==> config.mk <==
export PLATFORM = sky130hd
export DESIGN_NAME = sba_agent
export DESIGN_NICKNAME = d
export VERILOG_FILES = /design/src/rtl/sba_pkg.sv /design/src/rtl/sba_sync.sv /design/src/rtl/sba_agent.sv
export VERILOG_INCLUDE_DIRS = /design/src /design/src/rtl
export SDC_FILE = /design/constraint.sdc
export NUM_CORES = 1
export LEC_CHECK = 0
export BUFFER_PORTS_ARGS = -buffer_cell sky130_fd_sc_hd__buf_2
export CORE_ASPECT_RATIO = 1.1
export CORE_MARGIN = 2
export CORE_UTILIZATION = 50
export CTS_BUF_LIST = sky130_fd_sc_hd__clkbuf_16
export DETAILED_ROUTE_END_ITERATION = 6
export PLACE_DENSITY = 0.78
export SETUP_SLACK_MARGIN = 0.02
export SKIP_CTS_REPAIR_TIMING = 1
export SYNTH_ARGS = -nofsm -noshare
export SYNTH_HDL_FRONTEND = slang
export SYNTH_SLANG_ARGS = --single-unit
==> constraint.sdc <==
create_clock -name clk_i -period 3.7 [get_ports clk_i]
set_input_delay 0.185 -clock clk_i [delete_from_list [all_inputs] [get_ports clk_i]]
set_output_delay 0.185 -clock clk_i [all_outputs]
set_load 0.02 [all_outputs]
==> src/rtl/sba_defines.svh <==
// constants for the shared bus priority arbitration agent
// assumes inclusion by bare name from the package and the design files
`ifndef SBA_DEFINES_SVH
`define SBA_DEFINES_SVH

// number of agents on the cluster bus and width of an agent id
`define SBA_NUM_AGENTS   8
`define SBA_ID_W         3
// synchroniser depth for pin inputs
`define SBA_SYNC_STAGES  3
// idle (released) level of the active-low bus pins
`define SBA_PIN_IDLE     1'b1
// level driven onto an open-drain priority line while asserted
`define SBA_PIN_ACTIVE   1'b0
// agent id reset value of the rotation pointer: last agent, so agent 0 wins first
`define SBA_LAST_ID      3'h7
`define SBA_ID_ZERO      3'h0

`endif

==> src/rtl/sba_pkg.sv <==
// types for the shared bus priority arbitration agent
// assumes sba_defines.svh is on the include path
`include "sba_defines.svh"

package sba_pkg;

	// -------------------------------------------------------------
	// request classes, lowest to highest priority
	// -------------------------------------------------------------
	typedef enum logic [1:0] {
		SBA_CLS_NORMAL,
		SBA_CLS_DMA_HI,
		SBA_CLS_CORE
	} sba_class_t;

	// -------------------------------------------------------------
	// user side request and status bundles
	// -------------------------------------------------------------
	typedef struct packed {
		logic       valid;   // held high until the whole access is done
		sba_class_t cls;     // sampled when the request is first taken
	} sba_req_t;

	typedef struct packed {
		logic grant;         // this agent owns the bus and may run a transaction
		logic preempted;     // owner told to stop at the next transaction boundary
		logic waiting;       // request off: first cycle of each request, or held off or withdrawn for a higher class
	} sba_stat_t;

	// agent state machine
	typedef enum logic [2:0] {
		SBA_ST_IDLE,
		SBA_ST_REQ,
		SBA_ST_OWN,
		SBA_ST_YIELD,
		SBA_ST_BACKOFF
	} sba_state_t;

endpackage

==> src/rtl/sba_sync.sv <==
// three-stage pin synchroniser with agreement filter
// assumes asynchronous pin levels; output changes only when stages two and three agree
`timescale 1ns/1ps
`default_nettype none

module sba_sync #(
	parameter int          W        = 1,
	parameter logic [W-1:0] RST_VAL = '1
) (
	input  wire logic         clk_i,
	input  wire logic         rst_i,
	input  wire logic [W-1:0] pin_i,
	output logic      [W-1:0] level_o
);

	logic [W-1:0] s1_q;
	logic [W-1:0] s2_q;
	logic [W-1:0] s3_q;
	logic [W-1:0] level_q;
	logic [W-1:0] agree;

	// -------------------------------------------------------------
	// stage one is read only by stage two
	// -------------------------------------------------------------
	assign agree = ~(s2_q ^ s3_q);

	// shift chain and per-bit agreement update
	always_ff @(posedge clk_i) begin
		if (rst_i) begin
			s1_q    <= RST_VAL;
			s2_q    <= RST_VAL;
			s3_q    <= RST_VAL;
			level_q <= RST_VAL;
		end else begin
			s1_q    <= pin_i;
			s2_q    <= s1_q;
			s3_q    <= s2_q;
			level_q <= (agree & s3_q) | (~agree & level_q);
		end
	end

	assign level_o = level_q;

endmodule

`default_nettype wire

==> src/rtl/sba_agent.sv <==
// one bus agent of a shared cluster bus: request, priority lines and owner tracking
// assumes every agent sees all bus request lines and the two wired priority lines
//
// What this block does
// - a requester with core priority always beats one with dma priority.
// - a dma priority requester drops its request and dma line when another agent shows core.
// - a high priority dma agent holds its dma line with its request for the whole transfer.
// - a core access asserts the bus request together with the core priority line.
// - a pre-empted owner finishes the transaction in flight before dropping its lines.
// - after a core access the agent drops its request and core priority line.
// - a pre-empted dma agent re-requests with dma priority once core priority goes away.
// - a normal requester keeps its request off while another agent shows dma priority.
// - after a high priority dma transfer the agent drops its request and dma line.
// - equal class owners rotate upward by id after the last owner, skipping idle agents.
// - among simultaneous core requesters the next in id order wins first.
`timescale 1ns/1ps
`default_nettype none
`include "sba_defines.svh"

module sba_agent (
	input  wire logic                         clk_i,
	input  wire logic                         rst_i,
	// strap, caught while reset is high
	input  wire logic [`SBA_ID_W-1:0]         agent_id_i,
	// bus pins, active low except bus_owner_indicator_o, which is active high
	input  wire logic [`SBA_NUM_AGENTS-1:0]   bus_request_line_n_i,
	output logic                              bus_request_line_n_o,
	input  wire logic                         core_priority_request_n_i,
	output logic                              core_priority_request_n_o,
	output logic                              core_priority_request_oe_n_o,
	input  wire logic                         dma_priority_request_n_i,
	output logic                              dma_priority_request_n_o,
	output logic                              dma_priority_request_oe_n_o,
	output logic                              bus_owner_indicator_o,
	// user side
	input  wire sba_pkg::sba_req_t            req_i,
	input  wire logic                         xact_end_i,
	input  wire logic                         done_i,
	output sba_pkg::sba_stat_t                stat_o
);

	localparam int N = `SBA_NUM_AGENTS;
	localparam int SW = `SBA_NUM_AGENTS + 2;

	logic [`SBA_ID_W-1:0]  id_q;
	logic [SW-1:0]         pins_n;
	logic [N-1:0]          br_s;
	logic                  cpa_s;
	logic                  dpa_s;
	logic                  owner_vld_q;
	logic [`SBA_ID_W-1:0]  owner_q;
	logic                  owner_keep;
	logic                  any_req;
	logic [`SBA_ID_W-1:0]  winner;
	logic                  owner_vld_d;
	logic [`SBA_ID_W-1:0]  owner_d;
	logic                  own_q;
	sba_pkg::sba_state_t   state_q;
	sba_pkg::sba_state_t   state_d;
	sba_pkg::sba_class_t   cls_q;
	sba_pkg::sba_class_t   cls_d;
	logic                  blocked;
	logic                  drive_br;
	logic                  drive_cpa;
	logic                  drive_dpa;
	logic                  br_q;
	logic                  cpa_q;
	logic                  dpa_q;

	// -------------------------------------------------------------
	// pin sampling
	// -------------------------------------------------------------

	// all lines, own request included, go through the same filter so
	// every agent computes ownership from identical samples
	sba_sync #(
		.W       (SW),
		.RST_VAL ({SW{`SBA_PIN_IDLE}})
	) u_sync (
		.clk_i   (clk_i),
		.rst_i   (rst_i),
		.pin_i   ({dma_priority_request_n_i, core_priority_request_n_i, bus_request_line_n_i}),
		.level_o (pins_n)
	);

	assign br_s  = ~pins_n[N-1:0];
	assign cpa_s = ~pins_n[N];
	assign dpa_s = ~pins_n[N+1];

	// id strap is taken each cycle of reset and frozen afterwards
	always_ff @(posedge clk_i) begin
		if (rst_i) begin
			id_q <= agent_id_i;
		end
	end

	// -------------------------------------------------------------
	// owner tracking
	// -------------------------------------------------------------

	// next requester strictly after the last owner, wrapping around
	function automatic logic [`SBA_ID_W-1:0] rot_pick(
		input logic [N-1:0]         req,
		input logic [`SBA_ID_W-1:0] last
	);
		logic [`SBA_ID_W-1:0] idx;
		logic                 found;
		rot_pick = last;
		found    = 1'b0;
		idx      = last;
		for (int i = 0; i < N; i++) begin
			idx = idx + `SBA_ID_W'(1);
			if (!found && req[idx]) begin
				rot_pick = idx;
				found    = 1'b1;
			end
		end
	endfunction

	// owner holds the bus while its request stays low; lower classes have
	// already withdrawn, so rotation over live requests settles priority
	assign owner_keep  = owner_vld_q && br_s[owner_q];
	assign any_req     = |br_s;
	assign winner      = rot_pick(br_s, owner_q);
	assign owner_vld_d = owner_keep || any_req;
	assign owner_d     = (!owner_keep && any_req) ? winner : owner_q;

	// owner pointer survives an idle bus so rotation resumes after it
	always_ff @(posedge clk_i) begin
		if (rst_i) begin
			owner_vld_q <= 1'b0;
			owner_q     <= `SBA_LAST_ID;
			own_q       <= 1'b0;
		end else begin
			owner_vld_q <= owner_vld_d;
			owner_q     <= owner_d;
			own_q       <= owner_vld_d && (owner_d == id_q);
		end
	end

	// -------------------------------------------------------------
	// agent state machine
	// -------------------------------------------------------------

	// a higher class shown by another agent; a core agent is never blocked.
	// a normal agent never drives the dma line, so its own echo cannot block it
	always_comb begin
		case (cls_q)
			sba_pkg::SBA_CLS_CORE:   blocked = 1'b0;
			sba_pkg::SBA_CLS_DMA_HI: blocked = cpa_s;
			sba_pkg::SBA_CLS_NORMAL: blocked = cpa_s || dpa_s;
			default:                 blocked = 1'b0;
		endcase
	end

	// next state and class capture
	always_comb begin
		state_d = state_q;
		cls_d   = cls_q;
		case (state_q)
			sba_pkg::SBA_ST_IDLE: begin
				if (req_i.valid) begin
					cls_d   = req_i.cls;
					state_d = sba_pkg::SBA_ST_BACKOFF;
				end
			end
			sba_pkg::SBA_ST_REQ: begin
				if (blocked) begin
					state_d = sba_pkg::SBA_ST_BACKOFF;
				end else if (own_q) begin
					state_d = sba_pkg::SBA_ST_OWN;
				end
			end
			sba_pkg::SBA_ST_OWN: begin
				if (done_i) begin
					state_d = sba_pkg::SBA_ST_IDLE;
				end else if (blocked && xact_end_i) begin
					state_d = sba_pkg::SBA_ST_BACKOFF;
				end else if (blocked) begin
					state_d = sba_pkg::SBA_ST_YIELD;
				end
			end
			sba_pkg::SBA_ST_YIELD: begin
				// lines stay up until the transaction in flight is over
				if (done_i) begin
					state_d = sba_pkg::SBA_ST_IDLE;
				end else if (xact_end_i) begin
					state_d = sba_pkg::SBA_ST_BACKOFF;
				end
			end
			sba_pkg::SBA_ST_BACKOFF: begin
				if (!blocked) begin
					state_d = sba_pkg::SBA_ST_REQ;
				end
			end
			default: state_d = sba_pkg::SBA_ST_IDLE;
		endcase
	end

	// request and priority lines follow the next state so pins come from flops
	assign drive_br  = (state_d == sba_pkg::SBA_ST_REQ) ||
			   (state_d == sba_pkg::SBA_ST_OWN) ||
			   (state_d == sba_pkg::SBA_ST_YIELD);
	assign drive_cpa = drive_br && (cls_d == sba_pkg::SBA_CLS_CORE);
	assign drive_dpa = drive_br && (cls_d == sba_pkg::SBA_CLS_DMA_HI);

	// state, class and pin drive registers
	always_ff @(posedge clk_i) begin
		if (rst_i) begin
			state_q <= sba_pkg::SBA_ST_IDLE;
			cls_q   <= sba_pkg::SBA_CLS_NORMAL;
			br_q    <= 1'b0;
			cpa_q   <= 1'b0;
			dpa_q   <= 1'b0;
		end else begin
			state_q <= state_d;
			cls_q   <= cls_d;
			br_q    <= drive_br;
			cpa_q   <= drive_cpa;
			dpa_q   <= drive_dpa;
		end
	end

	// -------------------------------------------------------------
	// pin and status outputs
	// -------------------------------------------------------------

	// priority lines are wired: drive low only while asserting, else release
	assign bus_request_line_n_o         = ~br_q;
	assign core_priority_request_n_o    = `SBA_PIN_ACTIVE;
	assign core_priority_request_oe_n_o = ~cpa_q;
	assign dma_priority_request_n_o     = `SBA_PIN_ACTIVE;
	assign dma_priority_request_oe_n_o  = ~dpa_q;
	assign bus_owner_indicator_o        = own_q;

	// grant only while owning and not yet told to yield; one driver for the whole bundle
	assign stat_o = '{
		grant:     (state_q == sba_pkg::SBA_ST_OWN) && own_q,
		preempted: (state_q == sba_pkg::SBA_ST_YIELD),
		waiting:   (state_q == sba_pkg::SBA_ST_BACKOFF)
	};

endmodule

`default_nettype wire

# == Word-level counts from Yosys, hierarchy flattened ==
# Index checks and enable logic that the tools add are counted.
# Widths: inputs -> output; s select.
# totals
in_bits,20
output_inout_bits,9
word_cells,129
ff_bits,56
# op_classes
n_reduce_logical,29
add_sub_neg,8
bitwise_logic,12
n_eq_ne,11
muxes,47
order_cmp,9
# ops
op,n
$mux 3,18
$lt 3x4->1 const B,9
$bmux 1 s3,9
$add 3x1->3 const B,8
$and 10x10->10,2
$not 10->10,2
$mux 1,16
$pmux 3 s5,1
$logic_and 1x1->1,14
$eq 3x2->1 const B,4
$or 10x10->10,1
$xor 10x10->10,1
$logic_not 1->1,8
$not 8->8,1
$reduce_or 8->1,1
$eq 3x1->1 const B,2
$not 1->1,5
$eq 2x1->1 const B,2
$logic_or 1x1->1,4
$mux 2,2
$eq 3x3->1,1
$eq 3x3->1 const B,1
$logic_not 3->1,1
$eq 2x2->1 const B,1
2 further kinds,2

# == Logic depth before layout (Yosys ltp) ==
# depth
ltp_word,28
mapped_depth,15
mapped_depth_nobuf,11

# == Modules after synthesis ==
# A second synthesis with hierarchy kept.
# unflattened
hier_cells,364
area_unflattened_um2,3400.8
# by_module_without_submodules
module,seq_area_each_um2,area_per_inst_um2,instances,cells_each
sba_agent,350.3,2229.6,1,260
sba_sync,800.8,1171.1,1,104

# == Least setup slack after synthesis ==
# OpenSTA, ideal clock, no wires.
# synth_path
kind,reg-to-reg
from,register owner_q[0]
to,register own_q (netlist: bus_owner_indicator_o)
slack_ns,0.268
synth_period_minus_slack_ns,3.432
arrival_ns,3.371
stages_incl_launch_ff,14
path_buffers,3
t_required_ns,3.639
setup_ns,0.061
path_cell_list,dfxtp_1 -> buf_2 -> clkinv_1 -> ha_1 -> buf_4 -> buf_6 -> mux2i_1 -> mux2_2 -> mux2_4 -> or2_4 -> or4_4 -> a31oi_4 -> xnor2_1 -> and4_1
# synth_between
elab_chain_cells,28
word_cells_on_any_way,62
cone_classes,add/sub: 8; eq/ne: 1; mux: 34; reduce/logical: 19
# synth_lines
element,line,rtl
from (decl),sba_agent.sv:51,logic [`SBA_ID_W-1:0] owner_q;
from (signal assigned),sba_agent.sv:132,owner_q <= `SBA_LAST_ID;
from (signal assigned),sba_agent.sv:136,owner_q <= owner_d;
branches (longest 27 deep; another with $add 3x1->3),-,
$logic_and 1x1->1 *,sba_agent.sv:137,own_q <= owner_vld_d && (owner_d == id_q);
to (signal assigned),sba_agent.sv:137,
to (decl),sba_agent.sv:57,logic own_q;
# Mark *: on every way between the ends. The select of a mux whose other input is x is not followed.
# A chain may end at the register's enable or synchronous reset.

# == Worst setup path in the final report ==
# layout_path
from,register owner_q[1]
to,register own_q (netlist: bus_owner_indicator_o)
# Same word-level chain as after synthesis.

==> results.json <==
{
  "tns_ns": 0,
  "critical-path-top-cell-by-count": "o211ai_1",
  "core_area_mm2": 0.00612,
  "design.die.area_mm2": 0.00691,
  "top_layer_used_by_detailed_routing": "met4",
  "cts-root-to-sink-buffers": 2,
  "slowest_stage": "dfxtp_1",
  "setup-violations-final": 0,
  "share_comb_of_total_power_pct": 6.1,
  "final_nets": 367,
  "timing.critical_path.from_type": "register",
  "detail-route-antenna-nets": 0,
  "hold_vio_cnt_final": 0,
  "routed_wire_length_per_instance_um": 13.7,
  "hp-class": "input port to register",
  "grt_setup_unrepaired": "no",
  "die_width_um": 79.4,
  "routed-via-count": 2387,
  "max-cap-violations": 0,
  "timing.max_slew.rel_slack_pct": 54.6,
  "cts.reportedPaths.clkPinSlew_ns": 0.07,
  "firstDrtPassIters": 4,
  "cts_buffers": 5,
  "gp_congestion": 1.02,
  "detail_route.drc_violations": 0,
  "final.period_utilization_pct": 91.8,
  "grt_pass1_wl_um": 9720,
  "track_usage_pct": 17.4,
  "crit_chain": "inv_1 -> ha_4 -> buf_4 -> mux2i_1 -> mux2_2 -> o211ai_1 -> a2111o_1 -> or4_1 -> o311ai_0 -> o211ai_1 -> xor2_1 -> and4_1",
  "clkSinkCount": 56,
  "cts_root_buffer": "clkbuf_16",
  "static-leakage-power_nw": 1.37,
  "fmax_ghz": 0.294,
  "synth.yosys.seq_area_share_pct": 36.8,
  "cts_htree_levels": 2,
  "maximum_cell_stage_delay_along_the_critical_path_ns": 0.45,
  "outcome": "complete, no violations",
  "ys_seq_elements": 56,
  "worst-setup-path-type": "register to register",
  "grt_overflow": 0,
  "dp.final_hpwl_um": 4170,
  "switching_power_mw": 0.238,
  "critPathMaxFanout": 16,
  "powerDensity_mw_per_mm2": 351,
  "synthDistinctLibCells": 60,
  "multi_input_area_mm2": 0.00182,
  "worst_ep_required_time_ns": 3.88,
  "port_buffers": 26,
  "pwr-share-clk_pct": 41.1,
  "arrival_ns": 3.58,
  "first_global_vias": 2194,
  "seq_area_mm2": 0.00115,
  "cp-end-kind": "register",
  "grt_max_degree": 54,
  "internal_power_mw": 0.982,
  "post-route-min-period_ns": 3.40,
  "worstMarginPinSlew_ns": 0.682,
  "pin_count": 29,
  "grt_antenna_before_repair": 0,
  "power_frac_seq_pct": 52.9,
  "async_reset_ff_share_pct": 0,
  "fin_worst_hold_slack_ns": 0.0733,
  "synth_enable_flop_cells": 3,
  "vdd.ir_drop.worst_uv": 440,
  "synthesis.yosys.warnings": 0,
  "drive_above_1_share_pct": 29.1,
  "power.switching_fraction_pct": 19.5,
  "syn-mean-instance-area_um2": 9.63,
  "first_iter_violations": 168,
  "totalWireLength_um": 5820,
  "layout-area-overhead-vs-synth_pct": 11.0,
  "floorplan.initialDensity_pct": 51.2,
  "nFillCells": 511,
  "vias_per_cell": 5.63,
  "synthFlopType": "dfxtp_1",
  "m1WireLength_um": 2590,
  "postSynthCellCount": 325,
  "cell_rows": 30,
  "clock_latency_ns": 0.28,
  "fp.dieH_um": 87.0,
  "fin_skew_ns": 0.00616,
  "synth_area_mm2": 0.00313,
  "slew_violations": 0,
  "routed-wl-met2_um": 2910,
  "tritoncts": "built",
  "met3_routed_length_um": 193,
  "antennaDiodeCount": 0
}
-- layout make-up --
cell class	instances	area share [%]
Clock inverter	3	1.08
Inverter	17	1.84
Multi-Input combinational cell	231	52.4
Sequential cell	56	33.1
Tap cell	80	2.88
Timing Repair Buffer	32	5.04
Clock buffer	5	3.60
-- path summary, 6_finish.rpt --
| path | start | to | slack [ns] | cells past startpoint |
|---|---|---|---|---|
| worst min-delay path | agent_id_i[1] | id_q[1] | 0.07 | 1 |
| worst min register to register | u_sync.s1_q[1] | u_sync.s2_q[1] | 0.40 | 1 |
| worst max-delay path | owner_q[1] | bus_owner_indicator_o | 0.30 | 12 |
| worst max register to register | owner_q[1] | bus_owner_indicator_o | 0.30 | 12 |
-- cell usage in the layout (no fill, tap or decap), types with 3 or more instances in the layout --
cell type   n
clkinv_1    3
buf_4       6
ha_1        3
nor3b_1     3
dfxtp_1    53
nor2_1     28
a31oi_1     4
and2_1      3
nand2_1    14
buf_2      26
nor3_1      6
mux4_2      9
inv_1      16
o221a_2     3
o211ai_1    4
o21ai_0     6
a21oi_1    21
o21bai_1   13
nand4_1     3
mux2i_1    14
edfxtp_1    3
mux2_2      7
o221ai_1    4
clkbuf_16   5
xnor2_1     7
xor2_1      4
or2_2      32
-- through the flow --
stage	util [%]	setup WS [ns]	area, um2	instances	total power, mW
6_report	56.8	0.304	3470	424	1.22
5_1_grt	56.8	0.0440	3470	424	1.27
4_1_cts	56.6	0.0565	3460	424	1.23
3_5_place_dp	53.9	0.0975	3300	416	0.732
3_3_place_gp	53.9	0.246	3300	416	0.729
2_1_floorplan	-	0.268	3130	326	0.711
-- cells in the mapped netlist (all sizes together) (2+ instances only) --
| cell | number | area (um2) |
|---|---|---|
| nor3b | 3 | 22.5 |
| o221ai | 4 | 35.0 |
| nand4 | 3 | 18.8 |
| or2b | 2 | 15.0 |
| a22oi | 2 | 15.0 |
| ha | 4 | 50.1 |
| o2111ai | 2 | 17.5 |
| o21bai | 13 | 97.6 |
| nand3 | 2 | 10.0 |
| dfxtp | 53 | 1060 |
| nor2 | 28 | 105 |
| inv | 16 | 60.1 |
| xor2 | 4 | 35.0 |
| xnor3 | 2 | 45.0 |
| o221a | 3 | 33.8 |
| xnor2 | 9 | 105 |
| o32ai | 2 | 17.5 |
| buf | 7 | 55.1 |
| o211ai | 4 | 30.0 |
| nor3 | 6 | 30.0 |
| edfxtp | 3 | 90.1 |
| o21ai | 7 | 35.0 |
| nand2b | 2 | 12.5 |
| mux2i | 15 | 154 |
| nand2 | 16 | 65.1 |
| or4 | 2 | 18.8 |
| mux2 | 8 | 93.8 |
| a31oi | 5 | 46.3 |
| and2 | 3 | 18.8 |
| mux4 | 11 | 255 |
| clkbuf | 15 | 56.3 |
| a21oi | 21 | 105 |
| or2 | 33 | 209 |
-- cell families (layout without fill, tap and decap cells) --
group	Yosys count	count (layout)	synth area share, %
buffers and inverters	39	57	5.60
multiplexers	34	34	16.1
AND/OR/NAND/NOR	107	107	18.5
AO/OA/AOI/OAI	69	69	15.4
other	1	2	0.120
XOR/XNOR	15	15	5.92
flip-flops	56	56	36.8
adder cells (fa/ha/maj)	4	4	1.60
-- power by group through the flow --
stage	clock network [mW]	logic (mW)	registers, mW
finish	0.501	0.0739	0.645
global route	0.544	0.0824	0.647
global placement	0	0.0720	0.657
floorplan	0	0.0603	0.651
detailed placement	0	0.0742	0.658
CTS	0.515	0.0746	0.644
-- worst max-delay path, delay by kind of cell, from the launching register on --
kind / cells / cell delay (ns)
compound gates: 4 / 0.80
simple gates: 2 / 0.64
mux: 2 / 0.46
flops: 1 / 0.45
buf+inv: 2 / 0.39
fa+ha+maj: 1 / 0.39
xor+xnor: 1 / 0.16
-- layer usage --
metal | vias to the layer above | track usage, %
met1 | 1135 | 21.2
met4 | 0 | 7.52
met5 | - | 0
li1 | 1184 | -
met3 | 10 | 2.18
met2 | 58 | 30.8
(Power assumes the default switching activity.)
